$ cat src/core/ptap_pkg.sv
// constants for the pulse event flag and threshold block
package ptap_pkg;
    localparam int PTAP_AW = 8;
    localparam int PTAP_DW = 8;
    localparam logic [7:0] PTAP_ADDR_CFG = 8'h21;
    localparam logic [7:0] PTAP_ADDR_STATUS = 8'h22;
    localparam logic [7:0] PTAP_ADDR_THSX = 8'h23;
    localparam logic [7:0] PTAP_ADDR_THSY = 8'h24;
    localparam logic [7:0] PTAP_ADDR_THSZ = 8'h25;
    localparam logic [7:0] PTAP_ADDR_TMLT = 8'h26;
    localparam logic [7:0] PTAP_ADDR_LTCY = 8'h27;
    localparam logic [7:0] PTAP_ADDR_IMASK = 8'h28;
    localparam logic [7:0] PTAP_RESET_VAL = 8'h00;
    localparam int PTAP_CFG_LATCH = 6;
    localparam int PTAP_CFG_ABORT = 7;
    localparam int PTAP_ST_ACTIVE = 7;
    localparam int PTAP_ST_AXZ = 6;
    localparam int PTAP_ST_AXY = 5;
    localparam int PTAP_ST_AXX = 4;
    localparam int PTAP_ST_DOUBLE = 3;
    localparam int PTAP_ST_POLZ = 2;
    localparam int PTAP_ST_POLY = 1;
    localparam int PTAP_ST_POLX = 0;
    localparam int PTAP_THS_W = 7;
    localparam int PTAP_AXES = 3;
    // threshold lsb weight in milli-g, full scale fixed at 8 g
    localparam int PTAP_THS_MG_PER_LSB = 63;
    localparam int PTAP_THS_RANGE_G = 8;
    localparam int PTAP_SAMPLE_W = 14;
    // 0.063 g per lsb on 8 g scale: sample lsb is 8g/8192, so 64 per step
    localparam int PTAP_THS_SHIFT = 6;
    localparam logic [7:0] PTAP_TMR_ZERO = 8'h00;
    localparam logic [7:0] PTAP_TMR_ONE = 8'h01;
    typedef enum logic [3:0] {
        PTAP_IDLE = 4'h1,
        PTAP_ABOVE = 4'h2,
        PTAP_LATENT = 4'h4,
        PTAP_WAIT2 = 4'h8
    } ptap_state_t;
endpackage : ptap_pkg

$ cat src/core/ptap_axis.sv
// one axis: threshold compare and pulse width timing
module ptap_axis
    import ptap_pkg::*;
#(
    parameter int SW = PTAP_SAMPLE_W
) (
    input wire logic clk_i,
    input wire logic arst_n_i,
    input wire logic sample_en_i,
    input wire logic signed [SW-1:0] sample_i,
    input wire logic [PTAP_THS_W-1:0] ths_i,
    input wire logic [7:0] tmlt_i,
    output logic pulse_o,
    output logic neg_o
);
    logic signed [SW-1:0] mag_pos;
    logic [SW-1:0] mag;
    logic [SW-1:0] ths_wide;
    logic above;
    logic in_reg;
    logic sign_reg;
    logic [7:0] cnt_reg;
    assign mag_pos = sample_i[SW-1] ? -sample_i : sample_i;
    assign mag = SW'(mag_pos);
    // threshold scaled against a fixed 8 g range
    assign ths_wide = SW'({ths_i, {PTAP_THS_SHIFT{1'b0}}});
    assign above = (mag > ths_wide);
    always_ff @(posedge clk_i or negedge arst_n_i) begin
        if (!arst_n_i) begin
            in_reg <= 1'b0;
            sign_reg <= 1'b0;
            cnt_reg <= PTAP_TMR_ZERO;
            pulse_o <= 1'b0;
            neg_o <= 1'b0;
        end else begin
            pulse_o <= 1'b0;
            if (sample_en_i) begin
                if (!in_reg && above) begin
                    in_reg <= 1'b1;
                    sign_reg <= sample_i[SW-1];
                    cnt_reg <= PTAP_TMR_ZERO;
                end else if (in_reg && !above) begin
                    in_reg <= 1'b0;
                    // counts only if it fell back within the limit
                    pulse_o <= (cnt_reg < tmlt_i);
                    neg_o <= sign_reg;
                end else if (in_reg && cnt_reg != 8'hFF) begin
                    cnt_reg <= cnt_reg + PTAP_TMR_ONE;
                end
            end
        end
    end
endmodule : ptap_axis

$ cat src/core/ptap_top.sv
// pulse event flags, status and thresholds with register port
// How it works
// - double-pulse flag per axis raised only when its enable bit 5/3/1 set
// - single-pulse flag per axis raised only when its enable bit 4/2/0 set
// - status bit 7 set when an enabled pulse event occurred, else zero
// - status bits 6/5/4 mark Z/Y/X axes where an event occurred
// - status bit 3 is zero for single, one for double event
// - status bits 2/1/0 give Z/Y/X pulse sign, one means negative
// - status register is read-only and resets to zero
// - each axis has its own 7-bit threshold starting detection
// - thresholds are unsigned 7-bit at 0.063 g per lsb
// - thresholds scale on fixed 8 g regardless of output range
// - three threshold registers reset to zero, read and writable
// - with latch enable, flags hold until status read clears them
// - pulse counts only if it drops below threshold within time limit
// - after first pulse with a double enable set, pulses ending in latency time are ignored
module ptap_top
    import ptap_pkg::*;
#(
    parameter int SW = PTAP_SAMPLE_W,
    parameter logic [7:0] WINDOW_STEPS = 8'hFF
) (
    input wire logic clk_i,
    input wire logic arst_n_i,
    input wire logic sample_en_i,
    input wire logic signed [SW-1:0] accel_x_i,
    input wire logic signed [SW-1:0] accel_y_i,
    input wire logic signed [SW-1:0] accel_z_i,
    input wire logic [PTAP_AW-1:0] reg_addr_i,
    input wire logic [PTAP_DW-1:0] reg_wdata_i,
    input wire logic reg_wr_i,
    input wire logic reg_rd_i,
    output logic [PTAP_DW-1:0] reg_rdata_o,
    output logic irq_o
);
    logic [7:0] cfg_reg;
    logic [7:0] status_reg;
    logic [7:0] status_next;
    logic [7:0] mask_reg;
    logic [7:0] tmlt_reg;
    logic [7:0] ltcy_reg;
    logic [PTAP_THS_W-1:0] ths_reg [PTAP_AXES];
    logic [7:0] tmr_reg;
    ptap_state_t state_reg;
    ptap_state_t state_next;
    logic [PTAP_AXES-1:0] pulse;
    logic [PTAP_AXES-1:0] neg;
    logic [PTAP_AXES-1:0] first_ax_reg;
    logic signed [SW-1:0] accel [PTAP_AXES];
    logic [PTAP_AXES-1:0] en_single;
    logic [PTAP_AXES-1:0] en_double;
    logic [PTAP_AXES-1:0] hit_single;
    logic [PTAP_AXES-1:0] hit_double;
    logic any_pulse;
    logic fire_single;
    logic fire_double;
    logic fire;
    logic [PTAP_AXES-1:0] fire_ax;
    logic tmr_done;
    logic eval_reg;
    logic wr_cfg;
    logic wr_mask;
    logic wr_tmlt;
    logic wr_ltcy;
    logic rd_status;
    logic [7:0] rd_mux;
    logic [7:0] ev_bits;

    assign accel[0] = accel_x_i;
    assign accel[1] = accel_y_i;
    assign accel[2] = accel_z_i;

    // config bits per axis: x at 1:0, y at 3:2, z at 5:4
    genvar g;
    generate
        for (g = 0; g < PTAP_AXES; g++) begin : g_axis
            ptap_axis #(.SW(SW)) u_axis (
                .clk_i(clk_i),
                .arst_n_i(arst_n_i),
                .sample_en_i(sample_en_i),
                .sample_i(accel[g]),
                .ths_i(ths_reg[g]),
                .tmlt_i(tmlt_reg),
                .pulse_o(pulse[g]),
                .neg_o(neg[g])
            );
            assign en_single[g] = cfg_reg[2*g];
            assign en_double[g] = cfg_reg[2*g+1];
            assign hit_single[g] = pulse[g] && en_single[g];
            assign hit_double[g] = pulse[g] && en_double[g]
                && first_ax_reg[g];
            always_ff @(posedge clk_i or negedge arst_n_i) begin
                if (!arst_n_i) begin
                    ths_reg[g] <= PTAP_THS_W'(PTAP_RESET_VAL);
                end else if (reg_wr_i && reg_addr_i ==
                        PTAP_ADDR_THSX + 8'(g)) begin
                    ths_reg[g] <= reg_wdata_i[PTAP_THS_W-1:0];
                end
            end
        end
    endgenerate

    assign any_pulse = |pulse;
    assign tmr_done = (tmr_reg == PTAP_TMR_ZERO);
    // a single fires on the first pulse; double needs second in window
    assign fire_single = (state_reg == PTAP_IDLE) && (|hit_single);
    assign fire_double = (state_reg == PTAP_WAIT2) && (|hit_double);
    assign fire = fire_single || fire_double;
    assign fire_ax = fire_double ? hit_double : hit_single;

    always_comb begin
        state_next = state_reg;
        unique case (state_reg)
            PTAP_IDLE: begin
                if (any_pulse && (|en_double))
                    state_next = PTAP_LATENT;
            end
            PTAP_ABOVE: state_next = PTAP_IDLE;
            PTAP_LATENT: begin
                // pulses during latency are ignored
                if (tmr_done)
                    state_next = PTAP_WAIT2;
            end
            PTAP_WAIT2: begin
                if (any_pulse || tmr_done)
                    state_next = PTAP_IDLE;
            end
            default: state_next = PTAP_IDLE;
        endcase
    end

    always_ff @(posedge clk_i or negedge arst_n_i) begin
        if (!arst_n_i) begin
            state_reg <= PTAP_IDLE;
            tmr_reg <= PTAP_TMR_ZERO;
            first_ax_reg <= '0;
        end else if (eval_reg) begin
            state_reg <= state_next;
            if (state_reg == PTAP_IDLE && state_next == PTAP_LATENT) begin
                tmr_reg <= ltcy_reg;
                first_ax_reg <= pulse;
            end else if (state_reg == PTAP_LATENT && tmr_done) begin
                tmr_reg <= WINDOW_STEPS;
            end else if (!tmr_done) begin
                tmr_reg <= tmr_reg - PTAP_TMR_ONE;
            end
        end
    end

    // axis pulses land one cycle after the sample strobe
    always_ff @(posedge clk_i or negedge arst_n_i) begin
        if (!arst_n_i)
            eval_reg <= 1'b0;
        else
            eval_reg <= sample_en_i;
    end

    // event bits in status layout
    assign ev_bits = {1'b1, fire_ax[2], fire_ax[1], fire_ax[0],
        fire_double, neg[2] & fire_ax[2], neg[1] & fire_ax[1],
        neg[0] & fire_ax[0]};

    assign rd_status = reg_rd_i && (reg_addr_i == PTAP_ADDR_STATUS);
    assign wr_cfg = reg_wr_i && (reg_addr_i == PTAP_ADDR_CFG);
    assign wr_mask = reg_wr_i && (reg_addr_i == PTAP_ADDR_IMASK);
    assign wr_tmlt = reg_wr_i && (reg_addr_i == PTAP_ADDR_TMLT);
    assign wr_ltcy = reg_wr_i && (reg_addr_i == PTAP_ADDR_LTCY);

    // a new event wins over a clearing read in the same cycle
    always_comb begin
        status_next = status_reg;
        if (cfg_reg[PTAP_CFG_LATCH]) begin
            if (rd_status)
                status_next = PTAP_RESET_VAL;
        end else if (eval_reg) begin
            status_next = PTAP_RESET_VAL;
        end
        if (eval_reg && fire) begin
            if (cfg_reg[PTAP_CFG_LATCH] && !rd_status)
                status_next = status_reg | ev_bits;
            else
                status_next = ev_bits;
        end
    end

    always_ff @(posedge clk_i or negedge arst_n_i) begin
        if (!arst_n_i) begin
            cfg_reg <= PTAP_RESET_VAL;
            status_reg <= PTAP_RESET_VAL;
            mask_reg <= PTAP_RESET_VAL;
            tmlt_reg <= PTAP_RESET_VAL;
            ltcy_reg <= PTAP_RESET_VAL;
        end else begin
            status_reg <= status_next;
            if (wr_cfg)
                cfg_reg <= reg_wdata_i;
            if (wr_mask)
                mask_reg <= reg_wdata_i;
            if (wr_tmlt)
                tmlt_reg <= reg_wdata_i;
            if (wr_ltcy)
                ltcy_reg <= reg_wdata_i;
        end
    end

    always_comb begin
        rd_mux = PTAP_RESET_VAL;
        unique case (reg_addr_i)
            PTAP_ADDR_CFG: rd_mux = cfg_reg;
            PTAP_ADDR_STATUS: rd_mux = status_reg;
            PTAP_ADDR_THSX: rd_mux = {1'b0, ths_reg[0]};
            PTAP_ADDR_THSY: rd_mux = {1'b0, ths_reg[1]};
            PTAP_ADDR_THSZ: rd_mux = {1'b0, ths_reg[2]};
            PTAP_ADDR_TMLT: rd_mux = tmlt_reg;
            PTAP_ADDR_LTCY: rd_mux = ltcy_reg;
            PTAP_ADDR_IMASK: rd_mux = mask_reg;
            default: rd_mux = PTAP_RESET_VAL;
        endcase
    end

    always_ff @(posedge clk_i or negedge arst_n_i) begin
        if (!arst_n_i)
            reg_rdata_o <= PTAP_RESET_VAL;
        else if (reg_rd_i)
            reg_rdata_o <= rd_mux;
        else
            reg_rdata_o <= PTAP_RESET_VAL;
    end

    assign irq_o = |(status_reg & mask_reg);

    a_status_ro: assert property (
        @(posedge clk_i) disable iff (!arst_n_i)
        (reg_wr_i && reg_addr_i == PTAP_ADDR_STATUS && !eval_reg
         && !rd_status) |=> $stable(status_reg))
        else $error("status changed by a write");
    a_ea_cause: assert property (
        @(posedge clk_i) disable iff (!arst_n_i)
        $rose(status_reg[PTAP_ST_ACTIVE]) |-> $past(fire && eval_reg))
        else $error("event active without event");
    // a fresh single event may only name single-enabled axes
    a_single_en: assert property (
        @(posedge clk_i) disable iff (!arst_n_i)
        ($rose(status_reg[PTAP_ST_ACTIVE]) && !status_reg[PTAP_ST_DOUBLE])
        |-> (status_reg[PTAP_ST_AXZ:PTAP_ST_AXX] & ~$past(en_single))
        == 3'h0)
        else $error("single fired while disabled");
    a_double_en: assert property (
        @(posedge clk_i) disable iff (!arst_n_i)
        ($rose(status_reg[PTAP_ST_ACTIVE]) && status_reg[PTAP_ST_DOUBLE])
        |-> (status_reg[PTAP_ST_AXZ:PTAP_ST_AXX] & ~$past(en_double))
        == 3'h0)
        else $error("double fired while disabled");
    a_axis_src: assert property (
        @(posedge clk_i) disable iff (!arst_n_i)
        (eval_reg && fire && !cfg_reg[PTAP_CFG_LATCH]) |=>
        status_reg[PTAP_ST_AXZ:PTAP_ST_AXX] == $past(fire_ax))
        else $error("axis source mismatch");
    a_kind_bit: assert property (
        @(posedge clk_i) disable iff (!arst_n_i)
        (eval_reg && fire && !cfg_reg[PTAP_CFG_LATCH]) |=>
        status_reg[PTAP_ST_DOUBLE] == $past(fire_double))
        else $error("double bit mismatch");
    a_latch_hold: assert property (
        @(posedge clk_i) disable iff (!arst_n_i)
        (cfg_reg[PTAP_CFG_LATCH] && !rd_status && !fire && !wr_cfg)
        |=> status_reg == $past(status_reg))
        else $error("latched flags lost");
    a_read_clear: assert property (
        @(posedge clk_i) disable iff (!arst_n_i)
        (cfg_reg[PTAP_CFG_LATCH] && rd_status && !(eval_reg && fire))
        |=> status_reg == PTAP_RESET_VAL)
        else $error("read did not clear");
    // unlatched flags live for one sample period only
    a_nolatch_clr: assert property (
        @(posedge clk_i) disable iff (!arst_n_i)
        (eval_reg && !fire && !cfg_reg[PTAP_CFG_LATCH])
        |=> status_reg == PTAP_RESET_VAL)
        else $error("unlatched flags outlived the sample");
    a_ths_msb: assert property (
        @(posedge clk_i) disable iff (!arst_n_i)
        (reg_rd_i && reg_addr_i >= PTAP_ADDR_THSX
         && reg_addr_i <= PTAP_ADDR_THSZ) |=> !reg_rdata_o[7])
        else $error("threshold bit 7 nonzero");
    a_latency: assert property (
        @(posedge clk_i) disable iff (!arst_n_i)
        (state_reg == PTAP_LATENT) |-> !fire)
        else $error("fired during latency");
endmodule : ptap_top

$ cat config.mk
export PLATFORM = sky130hd
export DESIGN_NAME = ptap_top
export DESIGN_NICKNAME = d
export VERILOG_FILES = /design/src/core/ptap_pkg.sv /design/src/core/ptap_axis.sv /design/src/core/ptap_top.sv
export SDC_FILE = /design/constraint.sdc
export NUM_CORES = 1
export LEC_CHECK = 0
export BUFFER_PORTS_ARGS = -buffer_cell sky130_fd_sc_hd__buf_4
export CORE_UTILIZATION = 30
export DETAILED_ROUTE_END_ITERATION = 12
export HOLD_SLACK_MARGIN = 0.1
export PLACE_DENSITY = 0.5
export RECOVER_POWER = 25
export SLEW_MARGIN = 25
export SYNTH_ARGS = -nofsm -noshare
export SYNTH_HDL_FRONTEND = slang
export SYNTH_SLANG_ARGS = --single-unit
$ cat constraint.sdc
create_clock -name clk_i -period 3.59 [get_ports clk_i]
set_clock_uncertainty 0.2 [all_clocks]
set_input_delay 0 -clock clk_i [delete_from_list [all_inputs] [get_ports clk_i]]
set_output_delay 0 -clock clk_i [all_outputs]
set_load 0.01 [all_outputs]
Word level (Yosys, flattened, before mapping)
Cells that the tools add are included.
- register bits: 121
- word-level logic and storage cells: 181
- add/subtract/negate cells: 7
- order comparisons: 6
- eq/ne operators: 20
- multiplexer cells: 42
- bitwise gates (word level): 8
- reduce and logical (&&, ||, !) cells: 70
- operators by type and width (kind ; number):
    $mux W8 ; 18
    $eq A8 B6 Y1 const B ; 8
    $pmux W8 S8 ; 1
    $gt A14 B13 Y1 ; 3
    $mux W14 ; 3
    $neg A14 Y14 ; 3
    $logic_and A1 B1 Y1 ; 33
    $add A8 B1 Y8 const B ; 3
    $lt A8 B8 Y1 ; 3
    $ne A8 B8 Y1 const B ; 3
    $reduce_and A2 Y1 ; 9
    $reduce_and A3 Y1 ; 6
    $mux W1 ; 15
    $mux W4 ; 3
    $pmux W4 S3 ; 1
    $reduce_bool A2 Y1 ; 6
    $reduce_or A3 Y1 ; 4
    $and A8 B8 Y8 ; 1
    $eq A4 B3 Y1 const B ; 2
    $logic_not A8 Y1 ; 1
    $or A8 B8 Y8 ; 1
    $reduce_or A8 Y1 ; 1
    $sub A8 B1 Y8 const B ; 1
    $logic_not A1 Y1 ; 7
    other kinds (9) ; 17

Longest topological paths before layout
- depth in word-level cells: 9
- gate-level depth with buffers: 20
- gate-level depth less buffers: 19

Hierarchy
From an unflattened synthesis, not the netlist that was laid out.
- cell total of the unflattened synthesis: 836
- area total of the unflattened synthesis: 8309.2 sq um
- by module, submodules not included (module ; times used ; cells an instance ; area each (sq um)):
    ptap_top ; 1 ; 369 ; 4329.2
    ptap_axis (g_axis[0].u_axis ...) ; 2 ; 157 ; 1316.3
    ptap_axis (g_axis[1].u_axis) ; 1 ; 153 ; 1347.5

Least setup slack after synthesis
Ideal clock, no wire load.
- kind: input -> register
- from: in accel_z_i[5]
- to: reg g_axis[2].u_axis.cnt_reg[7]
- library setup time: 0.104 ns
- arrival time: 3.742 ns
- required time: 3.286 ns
- path slack: -0.455 ns
- stages: 16
- cell sequence: or4_4 > or4_4 > or4_2 > o21ai_0 > xnor2_1 > ha_1 > nand4_1 > a21oi_1 > nor4_1 > o21ai_0 > inv_1 > ha_1 > nand3b_2 > or2_0 > buf_2 > o41ai_2
- word-level cells in the longest chain between the ends: 7
- elaborated cells on any way between the ends: 10
- classes of those cells: add/sub (1); order compare (1); eq/ne (1); mux (2); reduce/logical (5)
- RTL lines (what ; line ; source):
    start: declaration ; ptap_top.sv:28 ; input wire logic signed [SW-1:0] accel_z_i,
    $neg A14 Y14 ; ptap_axis.sv:23 ; assign mag_pos = sample_i[SW-1] ? -sample_i : sample_i;
    $mux W14 * ; ptap_axis.sv:23 ;
    $gt A14 B13 Y1 * ; ptap_axis.sv:27 ; assign above = (mag > ths_wide);
    $logic_not A1 Y1 ; ptap_axis.sv:42 ; end else if (in_reg && !above) begin
    $logic_and A1 B1 Y1 ; ptap_axis.sv:42 ;
    $ne A2 B1 Y1 (no line) ; -- ;
    $reduce_and A3 Y1 (no line) ; -- ;
    end signal: assignment ; ptap_axis.sv:48 ; cnt_reg <= cnt_reg + PTAP_TMR_ONE;
    end: declaration ; ptap_axis.sv:22 ; logic [7:0] cnt_reg;
Every way passes the cells marked *; elsewhere a longest branch is shown, timed or not.
A chain may end at the register's enable or synchronous reset.

Final worst setup path
- from: in accel_z_i[0]
- to: reg g_axis[2].u_axis.pulse_o
- word-level cells in the longest chain between the ends: 8
- elaborated cells on any way between the ends: 9
- classes of those cells: add/sub (1); order compare (1); mux (4); reduce/logical (3)
- RTL lines (what ; line ; source):
    $neg A14 Y14 ; ptap_axis.sv:23 ;
    $mux W14 * ; ptap_axis.sv:23 ;
    $gt A14 B13 Y1 * ; ptap_axis.sv:27 ;
    $logic_not A1 Y1 ; ptap_axis.sv:42 ;
    $logic_and A1 B1 Y1 ; ptap_axis.sv:42 ;
    $mux W1 ; ptap_axis.sv:42 ;
    $mux W1 * ; ptap_axis.sv:38 ; if (!in_reg && above) begin
    $mux W1 * ; ptap_axis.sv:37 ; if (sample_en_i) begin
    end signal: assignment ; ptap_axis.sv:45 ; pulse_o <= (cnt_reg < tmlt_i);
    end: declaration ; ptap_axis.sv:13 ; output logic pulse_o,
Marks and branches as above.

==> run metrics <==
status completed; RSZ-0062 raised after global routing yes; Synth Flop Type dfrtp_1; nets 1030; Pre-antenna DRT Iters 5; most frequent cell after synthesis dfrtp_1; CP delay by family, top simple AND/OR/NAND/NOR gates; max reg flops 24; crit-path max FO 3; max incr delay on CP 0.50 ns; max frequency 287 MHz; post-synth cell types 64; Max Cap Viol 0; Synth top area share 40.0%; most frequent CP cell or4_4; Post-Place Cells 1185; Mapped Nets 891; Final setup viols 0; Site Rows 57; first-pass GRT wire length 34900 µm; number of synthesized flops with an enable pin 0; Die Y 160 µm; Final Cycle Share 96.9%; VDD IR-drop max 0.296 mV; Synth warnings 0; Die X 160 µm; gpl congestion 0.858; die area 0.0257 mm²; CTS clk-pin slew, worst paths 0.06 ns; Initial DRC Count 469; required time worst endpoint 3.71 ns; Vias/cell 5.20; Initial Util 30.7%; Area growth syn-to-layout 32.2%; Post-Layout Cell Count 1246; buffers added on ports 71; TritonCTS clock tree yes; Clock Path Buffers 2; vias in the first global route 6322; Syn Inst Count 770; Clk Latency, worst-skew pair 0.43 ns; antenna viol nets, final 0; share of layout cells above drive strength 1 29.0%; Setup crit end kind register; GRT Residual Overflow 0; Worst Hold Class primary input to register; crit-path cells buf_4 > or4_4 > or4_4 > or4_4 > o21ai_2 > xnor2_1 > ha_1 > nand4_1 > o32ai_2 > o21ai_2 > inv_1 > ha_2 > nand2_2 > or3_4 > o41ai_4; Synth async-reset ratio 100%; drt total wl 21800 µm; ant diodes 0; GRT Util Overall 17.5%; Core Box Area 0.0245 mm²; synthesized area 0.00751 mm²; fin. max-slew vios 0; largest net degree at the start of global routing 59; Synth area leaders dfrtp_1 40%, ha_1 9.7%, mux2_2 8.4%, o21ai_0 3.7%, nand2_1 2.9%; Sum Neg Setup Slack 0 ns; crit path launch type primary input; R2R Setup Slk 0.42 ns; Yosys top cell by area dfrtp_1; CTS Buf Count 17; Seq/Total Area, Yosys 40.3%; Avg Synthesized Cell Area 9.75 µm²; DP HPWL 16300 µm; Root Buffer clkbuf_16; CP Buf/Inv Count 2; CTS sink cnt 121; Worst Hold Slack 0.158 ns; Yosys reg bits 121; Slew Limit Headroom 54.6%; Ports 72; final routed wire length divided by cell count 17.5 µm; Slew @ Worst Pin 0.678 ns; Final Hold Fails 0; Post-synth top cells 120 x dfrtp_1, 58 x ha_1, 58 x nand2_1; Post-route DRC 0; H-tree depth 4; Critical-path top delay cell or4_4; Fill cells 2413; Worst Path Arrival 3.60 ns; Pleak 4.41 nW; kind of critical path primary input to register; initial antenna violation count 0; Tmin final 3.48 ns; fin util 40.6%; Power Density 484 mW/mm²; via count 6480
## cell usage in the layout, fill, tap and decap left out, types with 5 or more instances in the layout
cell type and count:
dlygate4sd3_1 26, o31ai_1 20, o21ai_1 5, clkinv_4 5, or4_1 5, nand2_1 57, a21o_1 7, nor2_1 56
dfrtp_1 120, nor2b_1 8, nor3_1 12, buf_4 112, nor4_1 6, and3_1 12, o31ai_2 5, o21ai_0 47
a221oi_1 6, ha_1 53, nand4_1 10, a22oi_1 16, inv_1 48, clkbuf_16 17, or4_4 6, o41ai_1 5
xnor2_1 19, a222oi_1 5, nand2b_1 10, or3_4 5, mux2_2 56, nand3_1 14, a21oi_1 26, a31oi_1 12
o41ai_2 9
## cell families (layout without fill, tap and decap cells)
group	Yosys count	after routing	share of synthesized area [%]
buffers and inverters	73	225	3.76
DFF	121	121	40.3
muxes	60	60	9.10
adders and majority gates	58	58	9.66
AOI/OAI and AO/OA	198	198	17.9
and+or+nand+nor	237	237	16.5
xor gates and xnor gates	23	23	2.68
## worst reg2reg max path: cells and delay by family (launching register included)
family                   cells  cell delay, ns
AO/OA/AOI/OAI                2            0.29
adder cells (fa/ha/maj)      2            0.43
buffers and inverters        2            0.32
flip-flops                   1            0.35
AND/OR/NAND/NOR              6            1.47
## per-stage QoR
| stage | cell area [µm²] | setup slack (ns) | total power (W) |
|---|---|---|---|
| finish | 9930 | 0.111 | 0.00481 |
| CTS | 9760 | 0.00324 | 0.00477 |
| detailed placement | 8850 | -0.563 | 0.00297 |
| global route | 9930 | -0.109 | 0.00509 |
| floorplan | 7700 | -0.235 | 0.00254 |
| global placement | 8850 | -0.483 | 0.00296 |
## layout make-up
class	instances	area, µm²	area share (%)
well taps	324	405	4.08
inverters	48	180	1.81
flip-flops and latches	121	3030	30.5
repair buffers	145	1210	12.2
clock buffers	18	429	4.32
clock inverters	14	174	1.75
multi-input cells	576	4500	45.3
## worst paths after layout
check | end | cells past startpoint | from
min in group asynchronous | first_ax_reg[1]$_DFFE_PN0P_ | 4 | arst_n_i
min | g_axis[1].u_axis.in_reg$_DFFE_PN0P_ | 8 | accel_y_i[1]
max in group asynchronous | g_axis[1].u_axis.neg_o$_DFFE_PN0P_ | 4 | arst_n_i
max | g_axis[2].u_axis.pulse_o$_DFF_PN0_ | 15 | accel_z_i[0]
max reg2reg | g_axis[0].u_axis.cnt_reg[3]$_DFFE_PN0P_ | 12 | ths_reg[20]$_DFFE_PN0P_
min reg2reg | g_axis[0].u_axis.sign_reg$_DFFE_PN0P_ | 2 | g_axis[0].u_axis.sign_reg$_DFFE_PN0P_
## layer usage
layer	vias to the layer above	global-route usage [%]	wire length [µm]
met2	154	28.1	10200
li1	3161	-	-
met4	0	5.63	532
met5	-	0	0
met3	30	3.43	861
met1	3135	23.4	10200
## report_power, final
part | switching, W | total, W | internal (W)
logic | 0.000641 | 0.00123 | 0.000587
clock network | 0.000665 | 0.00176 | 0.00110
registers | 0.000263 | 0.00182 | 0.00156
## timing repair
| item | 4_1_cts | 5_1_grt |
|---|---|---|
| hold buffers | 27 | 0 |
| buffers inserted | 0 | 2 |
| gates resized for setup | 2 | 32 |
| setup endpoints to repair | 1 | 26 |
| hold endpoints to repair | 225 | 0 |
| pin swaps | 0 | 16 |
Power figures use the tool's default switching activity.
